===== config.mk =====
export PLATFORM = sky130hd
export DESIGN_NAME = rra_sequencer
export DESIGN_NICKNAME = d
export VERILOG_FILES = /design/src/rtl/rra_pkg.sv /design/src/rtl/rra_tick.sv /design/src/rtl/rra_sequencer.sv
export SDC_FILE = /design/constraint.sdc
export NUM_CORES = 1
export LEC_CHECK = 0
export BUFFER_PORTS_ARGS = -buffer_cell sky130_fd_sc_hd__buf_2
export CORE_MARGIN = 2
export CORE_UTILIZATION = 55
export CTS_BUF_LIST = sky130_fd_sc_hd__clkbuf_8
export DETAILED_ROUTE_END_ITERATION = 16
export GPL_ROUTABILITY_DRIVEN = 0
export GPL_TIMING_DRIVEN = 1
export PLACE_DENSITY = 0.71
export SLEW_MARGIN = 20
export SYNTH_ARGS = -nofsm -noshare
export SYNTH_HDL_FRONTEND = slang
export SYNTH_SLANG_ARGS = --single-unit

===== constraint.sdc =====
create_clock -name clk -period 3.22 [get_ports clk]
set_input_delay 0 -clock clk [delete_from_list [all_inputs] [get_ports clk]]
set_output_delay 0 -clock clk [all_outputs]
set_load 0.1 [all_outputs]

===== src/rtl/rra_pkg.sv =====
// Purpose: Shared constants and types of the remote run answer-back sequencer
// Assumes: 10 MHz controller clock; all intervals measured in 10 ms ticks
// Notes: Times are kept in their own unit; tick counts derive from them

package rra_pkg;

    // ==========================================================
    // Clock and tick
    // ==========================================================
    localparam int CLK_PERIOD_NS = 100;
    localparam int TICK_MS = 10;
    localparam int TICK_CYCLES = (TICK_MS * 1000000) / CLK_PERIOD_NS;

    // ==========================================================
    // Required times, in milliseconds
    // ==========================================================
    localparam int HOLD_MS = 300;
    localparam int SETTLE_MS = 5000;
    localparam int INIT_MS = 5000;
    localparam int DROP_MS = 2000;

    // ==========================================================
    // Tick counts: least times round up, longest times round down
    // ==========================================================
    localparam int CNT_W = 10;
    localparam logic [CNT_W-1:0] HOLD_TICKS = CNT_W'((HOLD_MS + TICK_MS - 1) / TICK_MS);
    localparam logic [CNT_W-1:0] SETTLE_TICKS = CNT_W'(SETTLE_MS / TICK_MS);
    localparam logic [CNT_W-1:0] INIT_TICKS = CNT_W'(INIT_MS / TICK_MS);
    localparam logic [CNT_W-1:0] DROP_TICKS = CNT_W'(DROP_MS / TICK_MS);
    localparam logic [CNT_W-1:0] CNT_ZERO = 10'h000;
    localparam logic [CNT_W-1:0] CNT_MAX = 10'h3ff;

    // ==========================================================
    // Sequencer states
    // ==========================================================
    typedef enum logic [4:0] {
        ST_INIT = 5'h01,
        ST_IDLE = 5'h02,
        ST_DEFER = 5'h04,
        ST_RUN = 5'h08,
        ST_OUTAGE = 5'h10
    } rra_state_t;

endpackage


===== src/rtl/rra_tick.sv =====
// Purpose: Prescaler giving a one-cycle tick every CYCLES clocks
// Assumes: Synchronous active-low reset
// Notes: CYCLES may be shortened for simulation

`timescale 1ns/1ps
`default_nettype none

module rra_tick #(
    parameter int CYCLES = 100000
) (
    input wire logic clk,
    input wire logic nrst,
    output logic tick
);
    logic [16:0] div_r;
    logic [16:0] div_nxt;

    // ==========================================================
    // Divider
    // ==========================================================
    // Wraps at CYCLES-1 and flags the wrap
    always_comb begin
        if (div_r == 17'(CYCLES - 1)) begin
            div_nxt = 17'h00000;
        end else begin
            div_nxt = div_r + 17'h00001;
        end
    end

    assign tick = (div_r == 17'(CYCLES - 1));

    // Register the divider
    always_ff @(posedge clk) begin
        if (!nrst) begin
            div_r <= 17'h00000;
        end else begin
            div_r <= div_nxt;
        end
    end

endmodule

`default_nettype wire


===== src/rtl/rra_sequencer.sv =====
// Purpose: Remote run/halt sequencer with answer-back contacts for a compressor and two coolers
// Assumes: nrst marks full power removal; power_good low marks an input-power dropout
// Notes: All intervals counted in prescaled ticks; answers are registered
//
// Summary of operation
// - Normally the matching answer-back rises within 0.3 s of an accepted run or cooler command.
// - After power-up all remote inputs are ignored and outputs held off for 5 s.
// - A run request within 0.3 s of a stop defers start and answer-back for at most 5 s.
// - After a dropout shorter than 2 s the run answer-back is delayed up to 5 s before restart.
// - In pulse mode a running compressor resumes by itself when power returns within 2 s.
// - After recovery each cooler runs only if its own command is then asserted.
// - In level mode the compressor restarts on recovery whenever the run level is still asserted.
// - The mode is chosen from the first asserted run input after power-up and kept until power-off or a dropout of 2 s.
// - In pulse mode a run pulse over 0.3 s starts and latches; halt released over 0.3 s stops all.
// - In level mode the unit runs while the level is asserted and stops everything on release.
// - Cooler answers are withheld while the compressor is not running.

`timescale 1ns/1ps
`default_nettype none

module rra_sequencer
    import rra_pkg::*;
#(
    parameter int TICK_DIV = TICK_CYCLES
) (
    input wire logic clk,
    input wire logic nrst,
    input wire logic power_good,
    input wire logic run_pulse,
    input wire logic halt_hold,
    input wire logic run_level,
    input wire logic cooler1_command,
    input wire logic cooler2_command,
    output logic compressor_answer,
    output logic cooler1_answer,
    output logic cooler2_answer,
    output logic mode_locked,
    output logic mode_level
);

    // ==========================================================
    // Declarations
    // ==========================================================
    rra_state_t st_r;
    rra_state_t st_nxt;
    logic tick;
    logic mode_valid_r, mode_valid_nxt;
    logic mode_level_r, mode_level_nxt;
    logic was_run_r, was_run_nxt;
    logic [CNT_W-1:0] tmr_r, tmr_nxt;
    logic [CNT_W-1:0] run_hold_r, run_hold_nxt;
    logic [CNT_W-1:0] halt_rel_r, halt_rel_nxt;
    logic [CNT_W-1:0] since_stop_r, since_stop_nxt;
    logic comp_ans_r, comp_ans_nxt;
    logic c1_ans_r, c1_ans_nxt;
    logic c2_ans_r, c2_ans_nxt;
    logic stop_req;
    logic pulse_start;
    logic want_start;
    logic resume;
    logic fast_restart;

    // Saturating tick-advance of an interval counter
    function automatic logic [CNT_W-1:0] tick_inc(input logic [CNT_W-1:0] v, input logic t);
        logic [CNT_W-1:0] r;
        r = v;
        if (t && (v != CNT_MAX)) begin
            r = v + 10'h001;
        end
        return r;
    endfunction

    // ==========================================================
    // Prescaler
    // ==========================================================
    // Tick that clocks every interval counter
    rra_tick #(
        .CYCLES(TICK_DIV)
    ) rra_tick_inst (
        .clk(clk),
        .nrst(nrst),
        .tick(tick)
    );

    // ==========================================================
    // Command decode
    // ==========================================================
    // Held-run start, held-release stop, level follow
    always_comb begin
        pulse_start = !mode_level_r && (run_hold_r > HOLD_TICKS) && halt_hold;
        stop_req = mode_level_r ? !run_level : (halt_rel_r > HOLD_TICKS);
        want_start = mode_valid_r && (mode_level_r ? run_level : pulse_start);
        resume = mode_valid_r && (mode_level_r ? run_level : was_run_r);
        fast_restart = (since_stop_r != CNT_MAX) && ({1'b0, since_stop_r} <=
            ({1'b0, HOLD_TICKS} + {1'b0, (mode_level_r ? CNT_ZERO : run_hold_r)}));
    end

    // ==========================================================
    // Sequencer next state
    // ==========================================================
    // Inputs are ignored during the power-up blackout
    always_comb begin
        st_nxt = st_r;
        mode_valid_nxt = mode_valid_r;
        mode_level_nxt = mode_level_r;
        was_run_nxt = was_run_r;
        tmr_nxt = tick_inc(tmr_r, tick);
        since_stop_nxt = tick_inc(since_stop_r, tick);
        run_hold_nxt = run_pulse ? tick_inc(run_hold_r, tick) : CNT_ZERO;
        halt_rel_nxt = !halt_hold ? tick_inc(halt_rel_r, tick) : CNT_ZERO;
        if (st_r == ST_INIT) begin
            run_hold_nxt = CNT_ZERO;
            halt_rel_nxt = CNT_ZERO;
            since_stop_nxt = CNT_MAX;
        end
        unique case (st_r)
            ST_INIT: begin
                if (tmr_r >= INIT_TICKS) begin
                    st_nxt = ST_IDLE;
                    tmr_nxt = CNT_ZERO;
                end
            end
            ST_IDLE: begin
                if (!mode_valid_r && run_pulse) begin
                    mode_valid_nxt = 1'b1;
                    mode_level_nxt = 1'b0;
                end else if (!mode_valid_r && run_level) begin
                    mode_valid_nxt = 1'b1;
                    mode_level_nxt = 1'b1;
                end
                if (want_start) begin
                    st_nxt = fast_restart ? ST_DEFER : ST_RUN;
                    tmr_nxt = CNT_ZERO;
                end
            end
            ST_DEFER: begin
                if (stop_req) begin
                    st_nxt = ST_IDLE;
                end else if (tmr_r >= SETTLE_TICKS) begin
                    st_nxt = ST_RUN;
                end
            end
            ST_RUN: begin
                if (stop_req) begin
                    st_nxt = ST_IDLE;
                    since_stop_nxt = CNT_ZERO;
                end
            end
            ST_OUTAGE: begin
                if (tmr_r >= DROP_TICKS) begin
                    st_nxt = ST_INIT;
                    mode_valid_nxt = 1'b0;
                    was_run_nxt = 1'b0;
                    tmr_nxt = CNT_ZERO;
                end else if (power_good) begin
                    st_nxt = resume ? ST_DEFER : ST_IDLE;
                    was_run_nxt = 1'b0;
                    tmr_nxt = CNT_ZERO;
                end
            end
        endcase
        // A dropout stops the unit and starts timing its length
        if (!power_good && (st_r != ST_INIT) && (st_r != ST_OUTAGE)) begin
            st_nxt = ST_OUTAGE;
            was_run_nxt = (st_r == ST_RUN);
            tmr_nxt = CNT_ZERO;
        end
    end

    // ==========================================================
    // Answer-back
    // ==========================================================
    // Answers follow the running state in the same cycle it is entered
    always_comb begin
        comp_ans_nxt = (st_nxt == ST_RUN);
        c1_ans_nxt = (st_nxt == ST_RUN) && cooler1_command;
        c2_ans_nxt = (st_nxt == ST_RUN) && cooler2_command;
    end

    // ==========================================================
    // Registers
    // ==========================================================
    // Register state, counters and answers
    always_ff @(posedge clk) begin
        if (!nrst) begin
            st_r <= ST_INIT;
            mode_valid_r <= 1'b0;
            mode_level_r <= 1'b0;
            was_run_r <= 1'b0;
            tmr_r <= CNT_ZERO;
            run_hold_r <= CNT_ZERO;
            halt_rel_r <= CNT_ZERO;
            since_stop_r <= CNT_MAX;
            comp_ans_r <= 1'b0;
            c1_ans_r <= 1'b0;
            c2_ans_r <= 1'b0;
        end else begin
            st_r <= st_nxt;
            mode_valid_r <= mode_valid_nxt;
            mode_level_r <= mode_level_nxt;
            was_run_r <= was_run_nxt;
            tmr_r <= tmr_nxt;
            run_hold_r <= run_hold_nxt;
            halt_rel_r <= halt_rel_nxt;
            since_stop_r <= since_stop_nxt;
            comp_ans_r <= comp_ans_nxt;
            c1_ans_r <= c1_ans_nxt;
            c2_ans_r <= c2_ans_nxt;
        end
    end

    assign compressor_answer = comp_ans_r;
    assign cooler1_answer = c1_ans_r;
    assign cooler2_answer = c2_ans_r;
    assign mode_locked = mode_valid_r;
    assign mode_level = mode_level_r;
endmodule

`default_nettype wire


======== After elaboration in Yosys (flattened, before gate mapping) ========
Cells that the tools add are included.
operators by class
  $add $sub $neg .......................... 6
  $lt $le $gt $ge ......................... 5
  eq/ne operators ......................... 15
  muxes and demuxes ....................... 34
  bitwise logic cells ..................... 2
  reductions and logical operators ........ 30
operators by type and width
  cell                     count
  $mux W10                 10
  $add A10 B1 Y10 const B  4
  $mux W5                  8
  $ne A10 B10 Y1 const B   4
  $pmux W10 S3             1
  $pmux W5 S5              1
  $gt A10 B5 Y1 const B    2
  $add A17 B1 Y17 const B  1
  $eq A17 B17 Y1 const B   1
  $logic_and A1 B1 Y1      15
  $add A5 B10 Y11 const A  1
  $le A10 B11 Y1           1
  $mux W1                  11
  $eq A5 B4 Y1 const B     2
  $ge A10 B8 Y1 const B    1
  $ge A10 B9 Y1 const B    1
  $reduce_bool A2 Y1       3
  $reduce_or A3 Y1         2
  $eq A5 B1 Y1 const B     1
  $eq A5 B2 Y1 const B     1
  $eq A5 B3 Y1 const B     1
  $eq A5 B5 Y1 const B     1
  $ne A5 B1 Y1 const B     1
  $ne A5 B5 Y1 const B     1
  11 further kinds         17
word-level totals
  register bits ........................... 68
  input bits .............................. 8
  output and inout port bits .............. 5

======== Longest topological paths before layout ========
Gate-level depths: netlist of run 1.
  depth after elaboration ................. 10
  mapped depth ............................ 16
  depth with buffers taken out ............ 14

======== Modules after synthesis ========
Synthesis of run 1 repeated with hierarchy kept, for this count alone.
unflattened totals
  cell total of the unflattened synthesis .. 471
  area total of the unflattened synthesis .. 3923.8 µm²
modules (own cells, without submodules)
  module         times used  cells each  area an instance (µm²)  seq. area each (µm²)
  rra_sequencer  1           384         3135.5                  1021.0
  rra_tick       1           87          788.3                   340.3

======== Least setup slack after synthesis of run 1 ========
No wires, ideal clock.
  kind .................................... register to register
  from .................................... register mode_level_r (netlist: mode_level)
  to ...................................... register comp_ans_r (netlist: compressor_answer)
  data arrival time ....................... 3.367 ns
  data required time ...................... 3.089 ns
  path slack .............................. -0.278 ns
  stages on the path, launching flop included .. 16
  cell sequence ........................... dfxtp_1 > buf_2 > clkbuf_1 > inv_1 > nand2_1 > ha_1 > a211oi_1 > nand3_1 > xnor2_1 > nand2b_1 > ha_1 > and3_1 > a211oi_1 > o21bai_1 > a21oi_1 > nor4_1
on the way
  cells in the longest elaborated chain, start to end .. 9
  elaborated cells between the ends (all ways) .. 22
ends and longest elaborated chain
  what                                                           line                                       text
  start, declared                                                rra_sequencer.sv:48                        logic mode_level_r, mode_level_nxt;
  start signal, assigned                                         rra_sequencer.sv:200                       mode_level_r <= mode_level_nxt;
  $mux W10 / $logic_not A1 Y1 (equally long branches)            rra_sequencer.sv:95, rra_sequencer.sv:90
  $add A5 B10 Y11 / $logic_and A1 B1 Y1 (equally long branches)  rra_sequencer.sv:95, rra_sequencer.sv:90
  $le A10 B11 Y1 / $logic_and A1 B1 Y1 (equally long branches)   rra_sequencer.sv:94, rra_sequencer.sv:90
  $logic_and A1 B1 Y1 / $mux W1 (equally long branches)          rra_sequencer.sv:94, rra_sequencer.sv:92
  $mux W4 / $logic_and A1 B1 Y1 (equally long branches)          rra_sequencer.sv:132, rra_sequencer.sv:92
  $mux W5                                                        rra_sequencer.sv:131                       if (want_start) begin
  $pmux W5 S5 *                                                  rra_sequencer.sv:116                       unique case (st_r)
  $mux W5 *                                                      rra_sequencer.sv:163                       if (!power_good && (st_r != ST_INIT) && (st_r != ST_OUTAGE)) begin
  $eq A5 B4 Y1 *                                                 rra_sequencer.sv:175                       comp_ans_nxt = (st_nxt == ST_RUN);
  end signal, assigned                                           rra_sequencer.sv:206                       comp_ans_r <= comp_ans_nxt;
  end, declared                                                  rra_sequencer.sv:54                        logic comp_ans_r, comp_ans_nxt;
Mark *: on every way between the ends. The rest lies on a longest branch, timed or not.
A chain may end at the register's enable or synchronous reset.

======== Worst setup path in the final report of run 1 ========
  from .................................... register run_hold_r[1]
  to ...................................... register c1_ans_r (netlist: cooler1_answer)
on the way
  cells in the longest elaborated chain, start to end .. 10
  elaborated cells between the ends (all ways) .. 15
ends and longest elaborated chain
  what                                                           line                                       text
  start, declared                                                rra_sequencer.sv:51                        logic [CNT_W-1:0] run_hold_r, run_hold_nxt;
  start signal, assigned                                         rra_sequencer.sv:203                       run_hold_r <= run_hold_nxt;
  $mux W10 / $gt A10 B5 Y1 (equally long branches)               rra_sequencer.sv:95, rra_sequencer.sv:90
  $add A5 B10 Y11 / $logic_and A1 B1 Y1 (equally long branches)  rra_sequencer.sv:95, rra_sequencer.sv:90
  $le A10 B11 Y1 / $logic_and A1 B1 Y1 (equally long branches)   rra_sequencer.sv:94, rra_sequencer.sv:90
  $logic_and A1 B1 Y1 / $mux W1 (equally long branches)          rra_sequencer.sv:94, rra_sequencer.sv:92
  $mux W4 / $logic_and A1 B1 Y1 (equally long branches)          rra_sequencer.sv:132, rra_sequencer.sv:92
  $mux W5 *                                                      rra_sequencer.sv:131
  $pmux W5 S5 *                                                  rra_sequencer.sv:116
  $mux W5 *                                                      rra_sequencer.sv:163
  $eq A5 B4 Y1 *                                                 rra_sequencer.sv:176                       c1_ans_nxt = (st_nxt == ST_RUN) && cooler1_command;
  $logic_and A1 B1 Y1 *                                          rra_sequencer.sv:176
  end signal, assigned                                           rra_sequencer.sv:207                       c1_ans_r <= c1_ans_nxt;
  end, declared                                                  rra_sequencer.sv:55                        logic c1_ans_r, c1_ans_nxt;
Marks and branches as above.

==> flow_summary.yaml, run 1 <==
pwr:
  pwr-share-comb_pct: 12.4
  p_sw_w: 0.000521
  switching_share_pct: 26.3
  leakagePower_nw: 1.64
  power_density_mw_per_mm2: 458
  p_clk_share_pct: 42.7
  sequentialPowerShare_pct: 44.9
  ir_drop_uv: 333
  p_int_w: 0.00146
placement:
  dp_hpwl_um: 5900
  io_buffer_count: 12
  placed_area_mm2: 0.00404
  dp_slack_ps: 266
worst_setup_path:
  rr_worst_depth: 12
  path_max_fanout: 7
  crit_arrival_ps: 3080
  worstPathRequired_ps: 3440
  path_class: "flip-flop to flip-flop"
  startpoint_type: "flip-flop"
  reg2reg_from: "run_hold_r[1]"
  worstReg2RegEnd: "cooler1_answer"
  r2r_setup_slack_ps: 360
  worst_setup_path_end_kind: "flip-flop"
die:
  die-height_um: 88.3
  core_mm2: 0.00683
  die_w_um: 88.3
  rows: 30
  io-pin-count: 13
  initial_utilization_pct: 57.2
  die_area_mm2: 0.00780
worst_hold_path:
  min_from: "run_level"
  holdPathEnd: "mode_level"
  holdPathStages: 3
  hp-class: "input port to flip-flop"
logic_synthesis:
  yosysWarnings: 0
  syn_nets: 490
  syn-mean-instance-area_um2: 8.44
  yosys.cell_types.count: 58
  synth.cell_area_mm2: 0.00391
  synthArstFlopShare_pct: 0
  ys.flop_type: "dfxtp_1"
  seq_area_frac_synth_pct: 34.8
  synth_cells: 463
  synth_edf_count: 0
  ys_ff_latch: 68
routing:
  drc: 0
  wl_met1_um: 3940
  vias: 3263
  dr.pass1.iters: 4
  wire_per_inst_um: 14.3
  routed-wl-met2_um: 3870
  viasPerCell: 5.65
  top_layer: "met4"
  ant_nets: 0
  met3_length_um: 337
  drtIter0Drc: 165
  routed_wl_um: 8290
clock_network:
  cts_setup_buffers: 0
  cts.sinks: 68
  htree_num_levels: 3
  cts_tree: "yes"
  cts_buffers: 9
  clk_latency_ps: 350
  cts_max_path_buffers: 2
  clk_pin_slew_ps: 80
  cts_root_buffer: "clkbuf_8"
sta:
  finalSetupTns_ps: 0
  relSlewSlack_pct: 52.6
  rsz0062_at_grt: "false"
  finalHoldViolCount: 0
  fin_crit_sh_pct: 88.9
  setup_viol: 0
  period_needed_ps: 2860
  worst_slew_pin_slew_ps: 711
  max_freq_ghz: 0.349
  drv_slew: 0
  worst_slack_ps: 356
  finClkSkew_ps: 11.8
finish:
  drive_gt1_share_pct: 9.34
  mostFrequentLayoutCells: "nor2_1, dfxtp_1, xor2_1"
  postLayoutCellArea_mm2: 0.00433
  antennaDiodeCount: 0
  num-nets-final: 504
  layout_commonest_cell: "nor2_1"
  syn_to_final_growth_pct: 10.8
grt:
  antenna_found_initial: 0
  overflow: 0
  grt_max_degree: 17
  grt_pass1_vias: 3131
  grt_use_total_pct: 23.0
  grt_pass1_wl_um: 14100
run:
  max_cap_violations: 0
status:
  outcome: "finished clean"
-- cell usage after synthesis, types with 3 or more instances --
cell | count | area share (%)
a211oi_1 | 9 | 1.7
a21o_1 | 4 | 0.77
a21oi_1 | 22 | 2.8
and2_1 | 7 | 1.1
and3_1 | 19 | 3.0
and4_1 | 6 | 1.3
buf_2 | 7 | 0.90
clkbuf_1 | 8 | 0.77
dfxtp_1 | 68 | 35
ha_1 | 19 | 6.1
inv_1 | 14 | 1.3
mux2i_1 | 3 | 0.77
nand2_1 | 26 | 2.5
nand2b_1 | 10 | 1.6
nand3_1 | 19 | 2.4
nand4_1 | 21 | 3.4
nor2_1 | 69 | 6.6
nor2b_1 | 3 | 0.48
nor3_1 | 11 | 1.4
nor4_1 | 7 | 1.1
o211a_1 | 3 | 0.77
o21ai_0 | 9 | 1.2
or3_1 | 3 | 0.48
or4_1 | 3 | 0.58
xnor2_1 | 19 | 4.3
xor2_1 | 36 | 8.1
-- power by group through the flow --
stage | combinational (W) | sequential [W] | clock (W)
after floorplan | 0.000210 | 0.000880 | 0
final | 0.000247 | 0.000891 | 0.000847
after global placement | 0.000237 | 0.000911 | 0
after detailed placement | 0.000242 | 0.000911 | 0
after global routing | 0.000275 | 0.000895 | 0.000900
after CTS | 0.000247 | 0.000891 | 0.000864
-- through the flow --
| stage | power [W] | utilization [%] | hold slack (ps) | std cells |
|---|---|---|---|---|
| after floorplan | 0.00109 | - | 89.1 | 463 |
| after global routing | 0.00207 | 63.4 | 38.1 | 578 |
| final | 0.00198 | 63.4 | 14.3 | 578 |
| after CTS | 0.00200 | 63.2 | 4.30 | 578 |
| after detailed placement | 0.00115 | 59.1 | 242 | 558 |
| after global placement | 0.00115 | 59.1 | 236 | 558 |
-- layer usage --
| layer | vias up | GRT usage (%) |
|---|---|---|
| met5 | - | 0 |
| met4 | 0 | 11.6 |
| met3 | 13 | 5.60 |
| met2 | 55 | 35.7 |
| met1 | 1527 | 29.7 |
| li1 | 1668 | - |
-- timing repair --
action	CTS	global route
hold buffers	4	0
resized for setup	0	2
endpoints found under the setup margin	0	5
hold endpoints to repair	5	0
-- critical path: stages (launching register included) --
cell      delay (ps)
dfxtp_1          460
nand2_1          110
ha_1             270
a211oi_2         260
nand3_1          130
xnor2_1          160
nand2b_1          70
ha_1             310
and3_1           200
a211oi_1         270
nor2_1            80
o22ai_1          290
nor4_1           110
-- flip-flops by register name, summed over array words and instances (netlist names) --
register and cells:
mode_level 1, cooler1_answer 1, tmr_r 10, compressor_answer 1
st_r 5, rra_tick_inst.div_r 17, run_hold_r 10, cooler2_answer 1
halt_rel_r 10, was_run_r 1, mode_locked 1, since_stop_r 10
-- area by class of cell --
| type | count | area, um^2 |
|---|---|---|
| Multi-Input combinational cell | 364 | 2420 |
| Tap cell | 96 | 120 |
| Sequential cell | 68 | 1360 |
| Timing Repair Buffer | 20 | 130 |
| Clock inverter | 7 | 116 |
| Clock buffer | 9 | 124 |
| Fill cell | 629 | 2500 |
| Inverter | 14 | 52.6 |
-- worst max path at each step --
stage                              endpoint  cells past startpoint     startpoint  slack [ps]
after floorplan           compressor_answer                     15     mode_level          60
after global placement    compressor_answer                     12  run_hold_r[1]         380
after detailed placement     cooler1_answer                     12  run_hold_r[1]         270
after CTS                    cooler1_answer                     12  run_hold_r[1]         230
after global routing         cooler1_answer                     13  run_hold_r[1]          40
final                        cooler1_answer                     12  run_hold_r[1]         360
-- logic make-up after synthesis --
logic type,count (synthesis),share of synthesized area (%)
AND/OR/NAND/NOR,215,28.9
buffers and inverters,31,3.39
flip-flops,68,34.8
adder cells (fa/ha/maj),19,6.08
XOR/XNOR,55,12.3
AO/OA/AOI/OAI,71,13.4
multiplexers,4,1.06
No activity file was read; power rests on OpenSTA's default activity.
==> inputs of run 2 (changes only) <==
--- a/config.mk
+++ b/config.mk
@@ -7,12 +7,12 @@
 export LEC_CHECK = 0
 export BUFFER_PORTS_ARGS = -buffer_cell sky130_fd_sc_hd__buf_2
 export CORE_MARGIN = 2
-export CORE_UTILIZATION = 55
+export CORE_UTILIZATION = 60
 export CTS_BUF_LIST = sky130_fd_sc_hd__clkbuf_8
 export DETAILED_ROUTE_END_ITERATION = 16
 export GPL_ROUTABILITY_DRIVEN = 0
 export GPL_TIMING_DRIVEN = 1
-export PLACE_DENSITY = 0.71
+export PLACE_DENSITY = 0.76
 export SLEW_MARGIN = 20
 export SYNTH_ARGS = -nofsm -noshare
 export SYNTH_HDL_FRONTEND = slang
==> run 2 against run 1 <==
Wire length fell by 0.92%. Global-route usage rose by 1.1 points. Critical path type unchanged. Non-clock buffer count did not move. First-iteration DRC count did not move. Maximum frequency fell by 1.7%. Clock-buffer cell count rose by 3. Setup slack got worse by 50 ps. Largest power group unchanged. Sequential cell count did not move.
==> flow_summary.yaml, run 2 (same netlist as run 1, synthesis figures left out) <==
status:
  outcome: "finished clean"
sta:
  relSlewSlack_pct: 53.1
  finalSetupTns_ps: 0
  rsz0062_at_grt: "false"
  finClkSkew_ps: 13.4
  drv_slew: 0
  period_needed_ps: 2910
  fin_crit_sh_pct: 90.5
  worst_slew_pin_slew_ps: 703
  max_freq_ghz: 0.343
  finalHoldViolCount: 0
  setup_viol: 0
pwr:
  leakagePower_nw: 1.62
  power_density_mw_per_mm2: 436
  switching_share_pct: 26.7
  p_sw_w: 0.000495
  ir_drop_uv: 561
  p_int_w: 0.00136
  sequentialPowerShare_pct: 48.1
  p_clk_share_pct: 38.5
  pwr-share-comb_pct: 13.4
worst_setup_path:
  reg2reg_from: "run_hold_r[1]"
  worstPathRequired_ps: 3460
  crit_path_start: "run_hold_r[1]"
  path_class: "flip-flop to flip-flop"
  rr_worst_depth: 13
  path_max_fanout: 7
  crit_arrival_ps: 3160
  worst_setup_path_end_kind: "flip-flop"
  startpoint_type: "flip-flop"
clock_network:
  cts_buffers: 9
  clk_pin_slew_ps: 70
  htree_num_levels: 3
  clk_latency_ps: 350
  cts_setup_buffers: 0
  cts.sinks: 68
  cts_tree: "yes"
  cts_root_buffer: "clkbuf_8"
  cts_max_path_buffers: 2
finish:
  mostFrequentLayoutCells: "nor2_1, dfxtp_1, xor2_1"
  largest_register: "rra_tick_inst.div_r"
  antennaDiodeCount: 0
  syn_to_final_growth_pct: 9.06
  drive_gt1_share_pct: 8.73
  largest_reg_flops: 17
  final_util_pct: 67.5
  num-nets-final: 504
  layout_commonest_cell: "nor2_1"
die:
  initial_utilization_pct: 61.9
  rows: 29
  die_w_um: 84.7
  io-pin-count: 13
  core_mm2: 0.00631
  die_area_mm2: 0.00717
  die-height_um: 84.7
routing:
  ant_nets: 0
  vias: 3347
  drc: 0
  routed_wl_um: 8210
  drtIter0Drc: 165
  wire_per_inst_um: 14.7
  viasPerCell: 6.00
  dr.pass1.iters: 5
worst_hold_path:
  min_from: "run_level"
  hp-class: "input port to flip-flop"
  holdPathStages: 3
grt:
  grt_max_degree: 17
  grt_pass1_vias: 3111
  antenna_found_initial: 0
  grt_use_total_pct: 24.1
  grt_pass1_wl_um: 14100
  overflow: 0
run:
  max_cap_violations: 0
placement:
  io_buffer_count: 12
  dp_hpwl_um: 5790
[run 2: cell count changes in the layout (fill, tap and decap cells not counted)]
cell / delta
clkinv_4: -2
a211oi_2: -1
bufinv_16: -2
a211oi_1: +1
inv_1: +1
clkbuf_8: +3
clkinv_2: -1
[run 2: worst max-delay path: stages, from the launching register on]
cell	delay (ps)
dfxtp_1	460
nand2_1	120
ha_1	270
a211oi_1	330
nand3_1	140
xnor2_1	150
nand2b_1	70
ha_1	310
nand3_1	110
a211oi_1	210
a211oi_1	100
nor2_1	120
o22ai_1	130
nor4_1	300
[run 2: power by group through the flow]
| stage | clock network, W | registers [W] | logic, W |
|---|---|---|---|
| after floorplan | 0 | 0.000880 | 0.000210 |
| after CTS | 0.000727 | 0.000891 | 0.000245 |
| final | 0.000715 | 0.000894 | 0.000248 |
| after global routing | 0.000762 | 0.000896 | 0.000271 |
| after global placement | 0 | 0.000911 | 0.000236 |
| after detailed placement | 0 | 0.000910 | 0.000240 |
[run 2: cell type report]
type | count | area (um^2)
clock buffer | 12 | 165
clock inverter | 3 | 37.5
fill | 550 | 2050
inverter | 14 | 52.6
multi-input combinational | 364 | 2420
sequential | 68 | 1360
tap | 77 | 96.3
timing repair buffer | 20 | 130
[run 2: path summary, 6_finish.rpt]
kind | endpoint | slack, ps
max | cooler2_answer | 310
min | mode_level | 30
max reg2reg | cooler2_answer | 310
min reg2reg | rra_tick_inst.div_r[0] | 470
[run 2: layer usage]
layer | vias to the layer above | part of all wire, % | track usage, % | routed length (um)
met5 | - | 0 | 0 | 0
li1 | 1673 | - | - | -
met2 | 104 | 45 | 37.2 | 3670
met3 | 19 | 6.7 | 6.39 | 547
met4 | 0 | 2.0 | 8.51 | 163
met1 | 1551 | 47 | 32.6 | 3840
[run 2: through the flow]
| step | power [W] | cell area (um^2) | worst slack (ps) | cells | hold slack (ps) |
|---|---|---|---|---|---|
| after global placement | 0.00115 | 4020 | 437 | 539 | 262 |
| after CTS | 0.00186 | 4260 | 295 | 558 | 26.0 |
| final | 0.00186 | 4260 | 307 | 558 | 31.3 |
| after global routing | 0.00193 | 4260 | 10.6 | 558 | 39.3 |
| after detailed placement | 0.00115 | 4020 | 327 | 539 | 251 |
| after floorplan | 0.00109 | 3910 | 58.0 | 463 | 89.1 |
[run 2: timing repair]
action                                 in CTS  in global routing
endpoints found under the hold margin       5                  0
gates resized for setup                     0                  1
hold buffers                                4                  0
setup endpoints to repair                   0                  3
